File: config.mk
export PLATFORM = sky130hd
export DESIGN_NAME = dma_pointer_counter_control
export DESIGN_NICKNAME = d
export VERILOG_FILES = /design/src/dma_step_unit.v /design/src/dma_pointer_counter_control.v
export VERILOG_INCLUDE_DIRS = /design/src /design/src/src
export SDC_FILE = /design/constraint.sdc
export NUM_CORES = 1
export LEC_CHECK = 0
export CORE_MARGIN = 1.5
export CORE_UTILIZATION = 43
export CTS_BUF_LIST = sky130_fd_sc_hd__clkbuf_8
export DETAILED_ROUTE_END_ITERATION = 12
export DONT_BUFFER_PORTS = 1
export HOLD_SLACK_MARGIN = 0.12
export PLACE_DENSITY = 0.62
export SLEW_MARGIN = 15
export SYNTH_ARGS = -nofsm -noshare
export SYNTH_HDL_FRONTEND = slang
export SYNTH_SLANG_ARGS = --single-unit
File: constraint.sdc
create_clock -name clock -period 9.54 [get_ports clock]
set_clock_uncertainty 0.1 [all_clocks]
set_input_delay 1.908 -clock clock [delete_from_list [all_inputs] [get_ports clock]]
set_output_delay 1.908 -clock clock [all_outputs]
set_load 0.01 [all_outputs]
File: src/dma_ptr_defs.vh
`ifndef DMA_PTR_DEFS_VH
`define DMA_PTR_DEFS_VH

// ==========================================================================
// Register byte offsets
`define OFS_CTRL 5'h00
`define OFS_SRC_START 5'h04
`define OFS_SRC_SIZE 5'h08
`define OFS_DST_START 5'h0c
`define OFS_DST_SIZE 5'h10
`define OFS_SRC_PTR 5'h14
`define OFS_SRC_CNT 5'h18
`define OFS_DST_PTR 5'h1c

// ==========================================================================
// Control register fields
`define CTRL_EN_BIT 0
`define CTRL_GO_BIT 1
`define CTRL_SRC_STEP_MODE_LO 4
`define CTRL_SRC_STEP_MODE_HI 5
`define CTRL_DST_STEP_MODE_LO 6
`define CTRL_DST_STEP_MODE_HI 7

// ==========================================================================
// Widths, step modes and reset values
`define SRC_PTR_W 22
`define DST_PTR_W 16
`define CNT_W 12
`define MODE_HOLD 2'h0
`define MODE_INC 2'h1
`define MODE_DEC 2'h2
`define MODE_HOLD2 2'h3
`define CNT_ONE 12'h001
`define BRESP_OKAY 2'h0
`define BRESP_SLVERR 2'h2

`endif

File: src/dma_step_unit.v
`include "dma_ptr_defs.vh"

// Steps one pointer and its counter after each transaction.
module dma_step_unit #(
  parameter PW = 16
) (
  // Clock and reset
  input wire clock,
  input wire rst_n,
  // Control
  input wire load,
  input wire step,
  input wire [1:0] mode,
  input wire [PW-1:0] startAddr,
  input wire [`CNT_W-1:0] size,
  // State
  output reg [PW-1:0] pointer_reg,
  output reg [`CNT_W-1:0] counter_reg
);

  localparam [PW-1:0] ONE_PTR = {{(PW-1){1'b0}}, 1'b1};

  reg [PW-1:0] pointer_next;
  reg [`CNT_W-1:0] counter_next;

  always @* begin
    pointer_next = pointer_reg;
    counter_next = counter_reg;
    if (load) begin
      pointer_next = startAddr;
      counter_next = size;
    end else if (step) begin
      if (counter_reg != `CNT_ONE) begin
        counter_next = counter_reg - `CNT_ONE;
        case (mode)
          `MODE_INC: pointer_next = pointer_reg + ONE_PTR;
          `MODE_DEC: pointer_next = pointer_reg - ONE_PTR;
          default: pointer_next = pointer_reg;
        endcase
      end else begin
        counter_next = size;
        pointer_next = startAddr;
      end
    end
  end

  always @(posedge clock or negedge rst_n) begin
    if (!rst_n) begin
      pointer_reg <= {PW{1'b0}};
      counter_reg <= {`CNT_W{1'b0}};
    end else begin
      pointer_reg <= pointer_next;
      counter_reg <= counter_next;
    end
  end

endmodule

File: src/dma_pointer_counter_control.v
`include "dma_ptr_defs.vh"

// What this block does
// - Enable rising edge loads pointers and counters.
// - Source counter decrements when not one.
// - Source pointer holds, increments or decrements.
// - Source reloads from start and size at one.
// - Destination counter decrements when not one.
// - Destination pointer holds, increments or decrements.
// - Destination reloads from start and size.
// - Transfers start by go bit or trigger.
// - Setting go starts, clearing go halts.
// - Trigger sets go while enabled; go shows message active.
// - Software go ignored while channel disabled.
// - Writing go while set changes nothing.
module dma_pointer_counter_control (
  // Clock and reset
  input wire clock,
  input wire rst_n,
  // AXI4-Lite write address
  input wire [31:0] s_axi_awaddr,
  input wire s_axi_awvalid,
  output wire s_axi_awready,
  // AXI4-Lite write data
  input wire [31:0] s_axi_wdata,
  input wire [3:0] s_axi_wstrb,
  input wire s_axi_wvalid,
  output wire s_axi_wready,
  // AXI4-Lite write response
  output reg [1:0] s_axi_bresp,
  output reg s_axi_bvalid,
  input wire s_axi_bready,
  // AXI4-Lite read address
  input wire [31:0] s_axi_araddr,
  input wire s_axi_arvalid,
  output wire s_axi_arready,
  // AXI4-Lite read data
  output reg [31:0] s_axi_rdata,
  output reg [1:0] s_axi_rresp,
  output reg s_axi_rvalid,
  input wire s_axi_rready,
  // Transaction engine
  input wire start_trigger,
  input wire transactionDone,
  output wire transferActive,
  output wire [`SRC_PTR_W-1:0] src_pointer,
  output wire [`DST_PTR_W-1:0] dst_pointer,
  output wire [`CNT_W-1:0] src_counter,
  output wire [`CNT_W-1:0] dst_counter
);

  // ========================================================================
  // Register state
  reg enable_reg;
  reg transfer_go_reg;
  reg [1:0] src_step_mode_reg;
  reg [1:0] dst_step_mode_reg;
  reg [`SRC_PTR_W-1:0] src_start_addr_reg;
  reg [`DST_PTR_W-1:0] dst_start_addr_reg;
  reg [`CNT_W-1:0] src_size_reg;
  reg [`CNT_W-1:0] dst_size_reg;
  reg awHeld_reg;
  reg wHeld_reg;
  reg [31:0] awAddr_reg;
  reg [31:0] wData_reg;
  reg [3:0] wStrb_reg;

  reg enable_next;
  reg transfer_go_next;
  reg [31:0] rdata_next;
  reg rdataOk;

  wire [`SRC_PTR_W-1:0] srcPtr;
  wire [`DST_PTR_W-1:0] dstPtr;
  wire [`CNT_W-1:0] srcCnt;
  wire [`CNT_W-1:0] dstCnt;

  // ========================================================================
  // Write channel: address and data are caught in either order, then one
  // response. Both ready lines stay low until the response is taken, which
  // keeps one write in flight.
  assign s_axi_awready = !awHeld_reg && !s_axi_bvalid;
  assign s_axi_wready = !wHeld_reg && !s_axi_bvalid;

  wire awFire = s_axi_awvalid && s_axi_awready;
  wire wFire = s_axi_wvalid && s_axi_wready;
  wire haveAw = awHeld_reg || awFire;
  wire haveW = wHeld_reg || wFire;
  wire [31:0] wrAddr = awHeld_reg ? awAddr_reg : s_axi_awaddr;
  wire [31:0] wrData = wHeld_reg ? wData_reg : s_axi_wdata;
  wire [3:0] wrStrb = wHeld_reg ? wStrb_reg : s_axi_wstrb;
  wire doWrite = haveAw && haveW && !s_axi_bvalid;
  // Only the five writable registers accept a write; the read-only status
  // registers and anything unaligned answer with a slave error.
  wire wrMapped = wrAddr[31:5] == 27'h0 && wrAddr[1:0] == 2'h0 &&
                  wrAddr[4:0] <= `OFS_DST_SIZE;
  wire wrCtrl = doWrite && wrMapped && wrAddr[4:0] == `OFS_CTRL &&
                wrStrb[0];

  always @(posedge clock or negedge rst_n) begin
    if (!rst_n) begin
      awHeld_reg <= 1'b0;
      wHeld_reg <= 1'b0;
      awAddr_reg <= 32'h0;
      wData_reg <= 32'h0;
      wStrb_reg <= 4'h0;
      s_axi_bvalid <= 1'b0;
      s_axi_bresp <= `BRESP_OKAY;
    end else begin
      if (doWrite) begin
        awHeld_reg <= 1'b0;
        wHeld_reg <= 1'b0;
        s_axi_bvalid <= 1'b1;
        s_axi_bresp <= wrMapped ? `BRESP_OKAY : `BRESP_SLVERR;
      end else begin
        if (awFire) begin
          awHeld_reg <= 1'b1;
          awAddr_reg <= s_axi_awaddr;
        end
        if (wFire) begin
          wHeld_reg <= 1'b1;
          wData_reg <= s_axi_wdata;
          wStrb_reg <= s_axi_wstrb;
        end
        if (s_axi_bvalid && s_axi_bready) begin
          s_axi_bvalid <= 1'b0;
        end
      end
    end
  end

  // ========================================================================
  // Configuration registers, written a byte lane at a time.
  always @(posedge clock or negedge rst_n) begin
    if (!rst_n) begin
      src_step_mode_reg <= `MODE_HOLD;
      dst_step_mode_reg <= `MODE_HOLD;
      src_start_addr_reg <= {`SRC_PTR_W{1'b0}};
      dst_start_addr_reg <= {`DST_PTR_W{1'b0}};
      src_size_reg <= {`CNT_W{1'b0}};
      dst_size_reg <= {`CNT_W{1'b0}};
    end else if (doWrite && wrMapped) begin
      case (wrAddr[4:0])
        `OFS_CTRL: begin
          if (wrStrb[0]) begin
            src_step_mode_reg <= wrData[`CTRL_SRC_STEP_MODE_HI:`CTRL_SRC_STEP_MODE_LO];
            dst_step_mode_reg <= wrData[`CTRL_DST_STEP_MODE_HI:`CTRL_DST_STEP_MODE_LO];
          end
        end
        `OFS_SRC_START: begin
          if (wrStrb[0]) src_start_addr_reg[7:0] <= wrData[7:0];
          if (wrStrb[1]) src_start_addr_reg[15:8] <= wrData[15:8];
          if (wrStrb[2]) src_start_addr_reg[21:16] <= wrData[21:16];
        end
        `OFS_SRC_SIZE: begin
          if (wrStrb[0]) src_size_reg[7:0] <= wrData[7:0];
          if (wrStrb[1]) src_size_reg[11:8] <= wrData[11:8];
        end
        `OFS_DST_START: begin
          if (wrStrb[0]) dst_start_addr_reg[7:0] <= wrData[7:0];
          if (wrStrb[1]) dst_start_addr_reg[15:8] <= wrData[15:8];
        end
        `OFS_DST_SIZE: begin
          if (wrStrb[0]) dst_size_reg[7:0] <= wrData[7:0];
          if (wrStrb[1]) dst_size_reg[11:8] <= wrData[11:8];
        end
        default: begin
        end
      endcase
    end
  end

  // ========================================================================
  // Enable and go control.
  wire swEnable = wrData[`CTRL_EN_BIT];
  wire swGo = wrData[`CTRL_GO_BIT];
  // Only a change of enable from 0 to 1 reloads; rewriting enable while it
  // is set leaves a running message where it is.
  wire enableRise = enable_next && !enable_reg;
  wire loadPtrs = enableRise;

  always @* begin
    enable_next = enable_reg;
    transfer_go_next = transfer_go_reg;
    if (wrCtrl) begin
      enable_next = swEnable;
      if (!swGo) begin
        transfer_go_next = 1'b0;
      // Needs enable; set-while-set is a no-op.
      end else if (swEnable && !transfer_go_reg) begin
        transfer_go_next = 1'b1;
      end
    end
    // Trigger sets go while enabled, and wins over a go clear in the same cycle.
    if (start_trigger && enable_next) begin
      transfer_go_next = 1'b1;
    end
    if (!enable_next) begin
      transfer_go_next = 1'b0;
    end
  end

  always @(posedge clock or negedge rst_n) begin
    if (!rst_n) begin
      enable_reg <= 1'b0;
      transfer_go_reg <= 1'b0;
    end else begin
      enable_reg <= enable_next;
      transfer_go_reg <= transfer_go_next;
    end
  end

  assign transferActive = transfer_go_reg;

  // A done strobe only steps while a message runs, so a stray strobe after
  // a halt cannot disturb the pointers software will read back.
  wire stepNow = transactionDone && transfer_go_reg && enable_reg;

  // ========================================================================
  // Pointer and counter sequencing.
  // Enable loads source.
  dma_step_unit #(.PW(`SRC_PTR_W)) srcUnit (
    .clock(clock),
    .rst_n(rst_n),
    .load(loadPtrs),
    .step(stepNow),
    .mode(src_step_mode_reg),
    .startAddr(src_start_addr_reg),
    .size(src_size_reg),
    .pointer_reg(srcPtr),
    .counter_reg(srcCnt)
  );

  dma_step_unit #(.PW(`DST_PTR_W)) dstUnit (
    .clock(clock),
    .rst_n(rst_n),
    .load(loadPtrs),
    .step(stepNow),
    .mode(dst_step_mode_reg),
    .startAddr(dst_start_addr_reg),
    .size(dst_size_reg),
    .pointer_reg(dstPtr),
    .counter_reg(dstCnt)
  );

  assign src_pointer = srcPtr;
  assign dst_pointer = dstPtr;
  assign src_counter = srcCnt;
  assign dst_counter = dstCnt;

  // ========================================================================
  // Read channel: one cycle from address to data.
  // Map: control at 0x00, source start and size at 0x04 and 0x08,
  // destination start and size at 0x0c and 0x10, then the read-only source
  // pointer, source count and destination pointer at 0x14 to 0x1c. The
  // destination count has no slot left in the 32-byte window; the engine
  // sees it on its own port.
  assign s_axi_arready = !s_axi_rvalid;

  always @* begin
    rdata_next = 32'h0;
    rdataOk = s_axi_araddr[31:5] == 27'h0 && s_axi_araddr[1:0] == 2'h0;
    case (s_axi_araddr[4:0])
      `OFS_CTRL: begin
        rdata_next[`CTRL_EN_BIT] = enable_reg;
        rdata_next[`CTRL_GO_BIT] = transfer_go_reg;
        rdata_next[`CTRL_SRC_STEP_MODE_HI:`CTRL_SRC_STEP_MODE_LO] = src_step_mode_reg;
        rdata_next[`CTRL_DST_STEP_MODE_HI:`CTRL_DST_STEP_MODE_LO] = dst_step_mode_reg;
      end
      `OFS_SRC_START: rdata_next[`SRC_PTR_W-1:0] = src_start_addr_reg;
      `OFS_SRC_SIZE: rdata_next[`CNT_W-1:0] = src_size_reg;
      `OFS_DST_START: rdata_next[`DST_PTR_W-1:0] = dst_start_addr_reg;
      `OFS_DST_SIZE: rdata_next[`CNT_W-1:0] = dst_size_reg;
      `OFS_SRC_PTR: rdata_next[`SRC_PTR_W-1:0] = srcPtr;
      `OFS_SRC_CNT: rdata_next[`CNT_W-1:0] = srcCnt;
      `OFS_DST_PTR: rdata_next[`DST_PTR_W-1:0] = dstPtr;
      default: rdataOk = 1'b0;
    endcase
  end

  always @(posedge clock or negedge rst_n) begin
    if (!rst_n) begin
      s_axi_rvalid <= 1'b0;
      s_axi_rdata <= 32'h0;
      s_axi_rresp <= `BRESP_OKAY;
    end else if (s_axi_arvalid && s_axi_arready) begin
      s_axi_rvalid <= 1'b1;
      s_axi_rdata <= rdataOk ? rdata_next : 32'h0;
      s_axi_rresp <= rdataOk ? `BRESP_OKAY : `BRESP_SLVERR;
    end else if (s_axi_rready) begin
      s_axi_rvalid <= 1'b0;
    end
  end

endmodule

# Word-level counts from Yosys, hierarchy flattened
# Cells that the tools add are included.
# Widths: inputs -> output; s select.
[op_classes] n_reduce_logical=54 magnitude_cmp=1 n_mux=41 add_sub_neg=6 n_eq_ne=21 n_bitwise=1
[ops] cell="$mux 22" count=5
[ops] cell="$mux 12" count=6
[ops] cell="$logic_not 27->1" count=2
[ops] cell="$mux 16" count=3
[ops] cell="$pmux 22 s2" count=1
[ops] cell="$mux 32" count=1
[ops] cell="$pmux 16 s2" count=1
[ops] cell="$pmux 4 s8" count=1
[ops] cell="$reduce_and 3->1" count=10
[ops] cell="$pmux 4 s7" count=1
[ops] cell="$eq 5x5->1 const B" count=5
[ops] cell="$ne 12x1->1 const B" count=2
[ops] cell="$sub 12x1->12 const B" count=2
[ops] cell="$add 22x1->22 const B" count=1
[ops] cell="$sub 22x1->22 const B" count=1
[ops] cell="$eq 5x4->1 const B" count=4
[ops] cell="$logic_and 1x1->1" count=19
[ops] cell="$add 16x1->16 const B" count=1
[ops] cell="$pmux 2 s8" count=1
[ops] cell="$pmux 4 s4" count=1
[ops] cell="$sub 16x1->16 const B" count=1
[ops] cell="$mux 1" count=15
[ops] cell="$pmux 2 s7" count=1
[ops] cell="$pmux 6 s2" count=1
[ops] cell="17 further kinds" count=38
[totals] register_bits=227 out_inout_bits=104 inputBits=109 wordCells=151

# Depth between registers and ports, before layout
# Gate-level depths: netlist (run 1).
[depth] depth_word=13 ltp_mapped=13 depth_no_buf=13

# By module
# A second synthesis (run 1) with hierarchy kept.
[hier_totals] hier_cells=1376 area_unflattened_um2=13437.9
[modules_own_cells] mod="dma_pointer_counter_control" cells_each=592 area_per_inst_um2=7378.3 n_inst=1 seq_area_each_um2=3828.7
[modules_own_cells] mod="dma_step_unit at srcUnit" cells_each=427 area_per_inst_um2=3261.9 n_inst=1 seq_area_each_um2=850.8
[modules_own_cells] mod="dma_step_unit at dstUnit" cells_each=357 area_per_inst_um2=2797.7 n_inst=1 seq_area_each_um2=700.7

# Worst setup path after synthesis (run 1)
# Ideal clock, no wire load.
[synth_path] path_type="in2reg" startpoint="in s_axi_awaddr[17]" endpoint="reg src_start_addr_reg[10]" cell_stages=8 slack_ns=5.675 required_time_ns=9.315 arrival_time_ns=3.640 setup_time_ns=0.125 path_buffers=1 path_cell_list="nor4_1 > nand4_1 > nor4_1 > o21ai_2 > nor3_2 > nand2b_1 > buf_6 > mux2_4"
[synth_via] elab_chain_cells=6
[synth_rtl] item="from (decl)" line_no="dma_pointer_counter_control.v:21" source="input wire [31:0] s_axi_awaddr,"
[synth_rtl] item="$mux 32" line_no="dma_pointer_counter_control.v:89" source="wire [31:0] wrAddr = awHeld_reg ? awAddr_reg : s_axi_awaddr;"
[synth_rtl] item="$logic_not 27->1" line_no="dma_pointer_counter_control.v:95" source="wire wrMapped = wrAddr[31:5] == 27'h0 && wrAddr[1:0] == 2'h0 &&"
[synth_rtl] item="$logic_and 1x1->1" line_no="dma_pointer_counter_control.v:95"
[synth_rtl] item="$logic_and 1x1->1 (no line)"
[synth_rtl] item="$logic_and 1x1->1" line_no="dma_pointer_counter_control.v:142" source="end else if (doWrite && wrMapped) begin"
[synth_rtl] item="$reduce_and 3->1 (no line)"
[synth_rtl] item="to (signal assigned)" line_no="dma_pointer_counter_control.v:138" source="src_start_addr_reg <= {`SRC_PTR_W{1'b0}};"
[synth_rtl] item="to (signal assigned)" line_no="dma_pointer_counter_control.v:152" source="if (wrStrb[1]) src_start_addr_reg[15:8] <= wrData[15:8];"
[synth_rtl] item="to (decl)" line_no="dma_pointer_counter_control.v:58" source="reg [`SRC_PTR_W-1:0] src_start_addr_reg;"
# Every way passes these cells.
# A chain may end at the register's enable or synchronous reset.

# Worst setup path after layout (run 1)
[layout_path] startpoint="in s_axi_awaddr[17]" endpoint="reg srcUnit.pointer_reg[15]"
[layout_via] elab_chain_cells=11 word_cells_on_any_way=13 cone_classes="eq/ne: 1; mux: 3; reduce/logical: 9"
[layout_rtl] item="$mux 32 (*)" line_no="dma_pointer_counter_control.v:89"
[layout_rtl] item="$logic_not 27->1 (*)" line_no="dma_pointer_counter_control.v:95"
[layout_rtl] item="$logic_and 1x1->1 (*)" line_no="dma_pointer_counter_control.v:95"
[layout_rtl] item="$logic_and 1x1->1 (no line) (*)"
[layout_rtl] item="$logic_and 1x1->1 (*)" line_no="dma_pointer_counter_control.v:97" source="wire wrCtrl = doWrite && wrMapped && wrAddr[4:0] == `OFS_CTRL &&"
[layout_rtl] item="$logic_and 1x1->1 (no line) (*)"
[layout_rtl] item="$logic_and 1x1->1 (*)" line_no="dma_pointer_counter_control.v:97"
[layout_rtl] item="$mux 1 (*)" line_no="dma_pointer_counter_control.v:185" source="if (wrCtrl) begin"
[layout_rtl] item="$logic_and 1x1->1 (*)" line_no="dma_pointer_counter_control.v:179" source="wire enableRise = enable_next && !enable_reg;"
[layout_rtl] item="$ne 4x3->1 (no line) or $reduce_bool 2->1 (tied branches)"
[layout_rtl] item="$reduce_and 2->1 (no line)"
[layout_rtl] item="to (signal assigned)" line_no="dma_step_unit.v:49" source="pointer_reg <= {PW{1'b0}};"
[layout_rtl] item="to (signal assigned)" line_no="dma_step_unit.v:52" source="pointer_reg <= pointer_next;"
[layout_rtl] item="to (decl)" line_no="dma_step_unit.v:17" source="output reg [PW-1:0] pointer_reg,"
# Mark *: on every way between the ends. The rest lies on a longest branch, timed or not.

==> results of run 1 <==
## metrics by stage
step	power (mW)	cells
floorplan	1.42	1248
global placement	1.50	1561
detailed placement	1.51	1561
CTS	2.40	1632
global route	2.48	1632
finish	2.37	1632
## area by class of cell
| class | instances | area [µm²] | area share (%) |
|---|---|---|---|
| sequential | 215 | 5380 | 40.5 |
| timing repair buffer | 4 | 30.0 | 0.226 |
| clock inverter | 23 | 118 | 0.885 |
| inverter | 28 | 105 | 0.791 |
| multi-input combinational | 936 | 6520 | 49.1 |
| tap | 378 | 473 | 3.56 |
| clock buffer | 48 | 661 | 4.97 |
## power by group
part	switching, mW	internal [mW]	total (mW)
Combinational	0.178	0.189	0.367
Sequential	0.0876	1.04	1.13
Clock	0.397	0.480	0.877
Total	0.662	1.71	2.37
## worst min path at each step
stage	slack [ns]	to	from
final	0.40	wData_reg[1]	wData_reg[1]
after global routing	0.41	wData_reg[0]	wData_reg[0]
after CTS	0.40	wData_reg[10]	wData_reg[10]
after detailed placement	0.39	wData_reg[1]	wData_reg[1]
after global placement	0.38	wData_reg[11]	wData_reg[11]
after floorplan	0.37	src_start_addr_reg[12]	src_start_addr_reg[12]
## routing by layer
| metal | track usage, % | vias up | routed length, µm |
|---|---|---|---|
| met2 | 37.4 | 397 | 15800 |
| met4 | 9.15 | 0 | 1180 |
| met3 | 7.85 | 69 | 3770 |
| met5 | 0 | - | 0 |
| li1 | - | 4483 | - |
| met1 | 30.8 | 4622 | 14600 |
## worst max-delay path: stages
cell                        delay (ns)
sky130_fd_sc_hd__nor4_1           0.38
sky130_fd_sc_hd__nand4_1          0.16
sky130_fd_sc_hd__nor4_1           0.46
sky130_fd_sc_hd__o2111ai_2        0.20
sky130_fd_sc_hd__buf_4            0.25
sky130_fd_sc_hd__o21a_1           0.52
sky130_fd_sc_hd__a21oi_1          0.58
sky130_fd_sc_hd__a22oi_1          0.16
sky130_fd_sc_hd__o31ai_1          0.12
## kinds of logic (layout without fill, tap and decap cells)
logic type / count (synthesis) / in the layout / share of synthesized area (%)
AOI/OAI and AO/OA: 327 / 327 / 16.3
buffers and inverters: 97 / 103 / 3.86
other: 1 / 12 / 0.0304
and+or+nand+nor: 360 / 360 / 14.1
adders and majority gates: 42 / 42 / 4.38
muxes: 173 / 173 / 16.2
DFF: 215 / 215 / 43.6
xor gates and xnor gates: 22 / 22 / 1.56
## synthesized netlist by cell type (7+ instances only)
| cell type | n |
|---|---|
| sky130_fd_sc_hd__a211oi_1 | 11 |
| sky130_fd_sc_hd__a21o_1 | 10 |
| sky130_fd_sc_hd__a21oi_1 | 104 |
| sky130_fd_sc_hd__a22o_1 | 14 |
| sky130_fd_sc_hd__a22oi_1 | 11 |
| sky130_fd_sc_hd__a31oi_1 | 14 |
| sky130_fd_sc_hd__and3_1 | 9 |
| sky130_fd_sc_hd__buf_2 | 15 |
| sky130_fd_sc_hd__buf_4 | 15 |
| sky130_fd_sc_hd__clkbuf_1 | 28 |
| sky130_fd_sc_hd__dfrtp_1 | 215 |
| sky130_fd_sc_hd__ha_1 | 40 |
| sky130_fd_sc_hd__inv_1 | 28 |
| sky130_fd_sc_hd__mux2_2 | 115 |
| sky130_fd_sc_hd__mux2_4 | 9 |
| sky130_fd_sc_hd__mux2i_1 | 42 |
| sky130_fd_sc_hd__nand2_1 | 119 |
| sky130_fd_sc_hd__nand2b_1 | 7 |
| sky130_fd_sc_hd__nand3_1 | 18 |
| sky130_fd_sc_hd__nor2_1 | 102 |
| sky130_fd_sc_hd__nor2b_1 | 10 |
| sky130_fd_sc_hd__nor3_1 | 22 |
| sky130_fd_sc_hd__nor4_1 | 27 |
| sky130_fd_sc_hd__o21a_1 | 7 |
| sky130_fd_sc_hd__o21ai_0 | 89 |
| sky130_fd_sc_hd__o21ai_1 | 14 |
| sky130_fd_sc_hd__o22ai_1 | 9 |
| sky130_fd_sc_hd__or3_1 | 9 |
| sky130_fd_sc_hd__xnor2_1 | 12 |
| sky130_fd_sc_hd__xor2_1 | 10 |
==> impl_summary.md, run 1 <==
Outcome
The flow ran to the end, and the final reports show no timing, DRC or antenna violations.

Logic synthesis
A synthesized cell averages 9.97 µm². The synthesis-stage register bit count is 215. The top-area cell type share of the netlist area is 43.6%. The number of synthesized flops with an enable pin is 0. The count of different cell masters after synthesis is 79. During synthesis, Yosys emitted a total of 0 warnings.

The count of mapped cells out of synthesis is between 1000 and 1500. The top cell type by total area after synthesis is sky130_fd_sc_hd__dfrtp_1. For this run, the leading register cell type out of synthesis is sky130_fd_sc_hd__dfrtp_1. Sorting the synthesized cells by area gives the leading types as sky130_fd_sc_hd__dfrtp_1, sky130_fd_sc_hd__mux2_2, sky130_fd_sc_hd__a21oi_1. The fraction of registers with async set or reset after synthesis is 100%. The cell area after technology mapping is 12300 µm². Summing the sequential cell areas from Yosys gives 43.6% of the chip area.

Floorplan
The full die area is 29700 µm². Measured along the x axis, the die boundary spans between 150 and 200 µm. Row generation in the floorplan step produced 61 rows. Pin placement for this block handled 213 I/O pins. The starting density of the core is 44.0%. The core footprint is 28000 µm². The chip height is 172 µm.

Placement
The last weighted congestion value of the routability-driven placer is between 0.8 and 0.9. In this run the cell area measured after placement is 12500 µm². Once detailed placement completed, the half-perimeter wirelength came to roughly 25000 µm. At the placement stage, the worst setup path has a slack of 4.60 ns. In this run the tool buffered the top-level ports with 0 buffer cells.

Global routing
The initial antenna violation count is 1. The aggregate global routing overflow is 0. The via count of the first global-routing pass was 9433. The largest net degree at the start of global routing is 216. Global routing consumed, over all layers together, about a quarter of the routing resources. The wire length of the first global-routing pass is 53800 µm.

STA
The share of the cycle needed by the critical path after routing is 46.2%. The max-slew violation count was 0. Setup repair after global routing left no endpoint under its margin.

The total negative slack for setup checks is 0 ns. The count of endpoints failing setup in the final report is 0. Static timing analysis puts the maximum clock frequency at 227 MHz.

In the post-route analysis, the smallest setup slack over all paths is 5.14 ns. At the pin with the least slew margin, the transition time is 1.13 ns. Hold is met by 0.401 ns. Headroom to the max-slew limit came out at 24.8%. The hold violation total from the final report was 0. The worst path in the final design needs a cycle of 4.40 ns, including I/O delays and setup.

Hold path
The path category of the worst min-delay check is reg2reg. The number of cells traversed by the worst hold path is 1.

Clocking
The maximum count of clock buffers along a single path is 3. The quantity of gates resized following cts is 0. TritonCTS created 41 clock buffers. Clock-pin slew was measured on the worst setup and hold paths at roughly 0.06 ns. The clock tree root buffer cell is sky130_fd_sc_hd__clkbuf_8. Counting every sink on the clock net gives 215. Clock latency on the worst-skew pair, taken at its later pin, is 0.55 ns.

TritonCTS built the clock tree. Post-CTS timing repair inserted 0 buffers for setup. After clock tree synthesis, the flow added hold-fix buffers numbering 0. In this run the number of H-tree levels came out at 2.

Power and ir drop
The peak supply drop is 136 µV. The leakage power is 6.11 nW. In this run the power density over the cells is 179 nW/µm².

Detailed routing
The number of detailed-route iterations in the first pass is 7. After the first detailed-routing iteration, the DRC count stood at 758. Wires add up to 35300 µm. The via count is 9571. The detail route stage leaves a number of antenna-violating nets equal to 0. The routed wirelength normalized by instance count is 21.6 µm. The number of remaining DRC errors is 0. The detailed-route vias per instance is 5.86.

Finish
Summing all non-filler instances in the final layout gives an area of ~13000 µm². In the layout the commonest cells are sky130_fd_sc_hd__dfrtp_1, sky130_fd_sc_hd__nand2_1, sky130_fd_sc_hd__mux2_2. The most common cell after layout, fill and taps aside is sky130_fd_sc_hd__dfrtp_1.

The antenna diode count is 0. The post-route netlist has between 10% and 20% of its cells at a drive strength greater than 1. The growth of design area from synthesis to finish is 7.71%. After the last flow step, the layout net total stands at 1377. The register with the most flip-flops in the layout has 32 of them. The end-of-flow core utilization is between 40 and 50%. Fill cells in the final layout number 2646.

Critical path
The critical-path maximum fanout is 29. The worst setup path is captured at a flip-flop. The most critical setup path has its endpoint at srcUnit.pointer_reg[15]. STA puts the critical path data required time at a little under 10 ns. The type of the setup path with the least slack is in2reg. The worst-case reg-to-reg path depth is 13. In this run the worst setup path begins at s_axi_awaddr[17]. In this run the critical register-to-register path is captured at srcUnit.pointer_reg[20]. The worst register-to-register path begins at src_step_mode_reg[0]. The worst endpoint data arrival time is about 4.7 ns. The kind of launch point of the worst setup path is an input port. Setup slack on the worst reg-to-reg path comes out at between 5 and 6 ns.

Job
Across the run, the number of max-cap violations was 0.
Power figures use the tool's default switching activity.
==> run 2: changes to the inputs <==
PLACE_DENSITY = 0.64   (was 0.62)
clock period = 3.7 ns   (was 9.54 ns; I/O delays follow)
==> impl_summary.md, run 2 (same netlist as run 1, synthesis figures left out) <==
Outcome
The flow ran to the end, but the final reports show violations. The checks that failed: negative hold slack.

Critical path
The data required time of the worst path is 4.01 ns. The peak per-stage delay on the critical path is 0.37 ns. The worst endpoint data arrival time is 3.72 ns. The slack of the worst reg-to-reg path is ~0.29 ns. The endpoint of the most critical register-to-register path is dstUnit.pointer_reg[15]. The worst setup path is captured at a flip-flop. The critical-path maximum fanout is 10. The worst-case reg-to-reg path depth is 13.

The kind of launch point of the worst setup path is a flip-flop. The launching instance or port of the critical path is dst_step_mode_reg[0]. The worst setup path is of the reg2reg kind.

The signal on the critical path passes through inv_1 -> ha_1 -> buf_4 -> ha_1 -> o21ai_0 -> a211oi_2 -> a211oi_2 -> o31ai_2 -> a21o_1 -> a21oi_1 -> xnor2_1 -> a221oi_2 -> o31ai_1. Among cell families on the critical path, the largest total delay comes from compound AO/OA/AOI/OAI gates. The startpoint of the worst register-to-register path is dst_step_mode_reg[0]. The number of buffer and inverter instances along the worst setup path is 2.

The cell with the largest stage delay on the worst path is sky130_fd_sc_hd__dfrtp_1.

Floorplan
In this run the vertical extent of the chip is 172 µm. The floorplan die width is 172 µm. The starting density of the core is 44.0%.

The floorplan step defined a die boundary enclosing 29700 µm². The number of placed I/O pins is 213. After floorplanning, the core was divided into 61 placement rows. The core footprint is 28000 µm².

STA
Headroom to the max-slew limit came out at 47.3%. Setup repair after global routing left no endpoint under its margin. The hold violation total from the final report is 215.

The max-slew violation count is 0. The total negative slack for setup checks is 0 ns. The count of endpoints failing setup in the final report is 0. The final worst hold slack is -0.203 ns. The transition time at the pin with the least slew margin is 0.790 ns. The post-layout worst setup margin is between 0.2 and 0.3 ns. The highest clock rate is slightly below 300 MHz.

The share of the cycle needed by the critical path after routing is 92.3%. The minimum clock period is approximately 3.4 ns.

Detailed routing
The routed layout has between 9000 and 10000 vias. The total wirelength of the detailed-routed design is roughly 35000 µm. The routed wirelength normalized by instance count is 21.1 µm. The first routing iteration left between 800 and 900 violations. The number of remaining DRC errors is 0. The remaining antenna violation count is 0.

After detailed routing, the number of vias per cell comes to 5.88. The number of detailed-route iterations in the first pass is 5.

Clocking
The worst-skew pair later-pin latency is 0.55 ns. After clock tree synthesis, the setup repair step added 0 buffers. The H-tree was split into 2 levels. TritonCTS built the clock tree. Clock-pin slew was measured on the worst setup and hold paths at ~0.06 ns. The clock tree root buffer cell is sky130_fd_sc_hd__clkbuf_8. The longest clock path from root to sink contains 3 buffers. The CTS buffer count is 40. The clock net sink count is 215.

Global routing
The global-route usage over all layers is between 20% and 30%. The total overflow left after global routing is 0. Entering global routing, the biggest net connects 216 pins. The initial antenna violation count was 0.

The wire length of the first global-routing pass is about 54000 µm. The via count of the first global-routing pass was around 9400.

Placement
The instance area at placement is 12600 µm². The detailed placement HPWL is 25300 µm. Buffers placed on the I/O ports in this run total 0. The worst-case setup slack after placement is 0.205 ns. The last weighted congestion value of the routability-driven placer is slightly below 0.9.

Finish
Compared with the post-synthesis result, the final layout area differs by 8.82%. Leaving out fill and tap cells, the most frequent cell in the layout is sky130_fd_sc_hd__dfrtp_1. The post-route cell area is 13400 µm². In the layout the commonest cells are sky130_fd_sc_hd__dfrtp_1, sky130_fd_sc_hd__nand2_1, sky130_fd_sc_hd__mux2_2. The number of nets in the final layout is 1393. The number of antenna diodes in the final layout is 0. In the final layout, the share of cells above drive strength 1 is 18.5%.

The flip-flop count of the largest register after layout is 32.

Job
The tool flagged a number of max-cap violations equal to 0.

Power and ir drop
The ratio of total power to cell area is 454 nW/µm². The post-route total power is 6.10 mW. VDD sags by at most 493 µV. The leakage power is 6.18 nW.

Hold path
The tightest min-delay check is of the in2async type.
## run 2: cell count changes in the layout (fill, tap and decap cells not counted), moves of 2 or more
| cell | change |
|---|---|
| sky130_fd_sc_hd__buf_4 | +17 |
| sky130_fd_sc_hd__a211oi_1 | -2 |
| sky130_fd_sc_hd__clkbuf_8 | +3 |
| sky130_fd_sc_hd__a211oi_2 | +2 |
| sky130_fd_sc_hd__clkinv_2 | +4 |
| sky130_fd_sc_hd__inv_1 | -8 |
## run 2: worst max-delay path by stage
stage / endpoint / slack (ns) / cells after the start
2_1_floorplan: srcUnit.pointer_reg[20] / 0.46 / 13
6_report: dstUnit.pointer_reg[15] / 0.29 / 13
4_1_cts: dstUnit.pointer_reg[15] / 0.17 / 13
5_1_grt: dstUnit.pointer_reg[15] / 0.02 / 13
3_3_place_gp: dstUnit.pointer_reg[15] / 0.22 / 12
3_5_place_dp: dstUnit.pointer_reg[15] / 0.20 / 13
## run 2: repair_timing
| item | CTS | global route |
|---|---|---|
| gates resized for setup | 0 | 4 |
| endpoints found under the setup margin | 0 | 2 |
| endpoints found under the hold margin | 215 | 215 |
## run 2: where the power goes
| part | switching (mW) | total (mW) | internal, mW |
|---|---|---|---|
| registers | 0.213 | 2.90 | 2.69 |
| clock network | 1.02 | 2.25 | 1.23 |
| logic | 0.451 | 0.953 | 0.501 |
| total | 1.68 | 6.10 | 4.42 |
## run 2: final cells by class
cell class	instances	area (µm²)
well taps	378	473
fillers	2616	14600
flip-flops and latches	215	5380
inverters	28	105
multi-input cells	936	6540
repair buffers	21	158
clock inverters	17	70.1
clock buffers	51	702
## run 2: per-layer routing
layer	share of wire [%]	GRT usage, %	wire length (µm)	vias to the layer above
met3	10	7.60	3460	74
li1	-	-	-	4512
met4	3.3	8.66	1160	0
met1	43	31.4	14800	4693
met2	44	35.9	15200	399
met5	0	0	0	-
## run 2: through the flow
step / std cells / util (%)
global placement: 1578 / 45.1
finish: 1646 / 47.9
global route: 1646 / 47.9
floorplan: 1248 / -
CTS: 1646 / 47.9
detailed placement: 1578 / 45.1
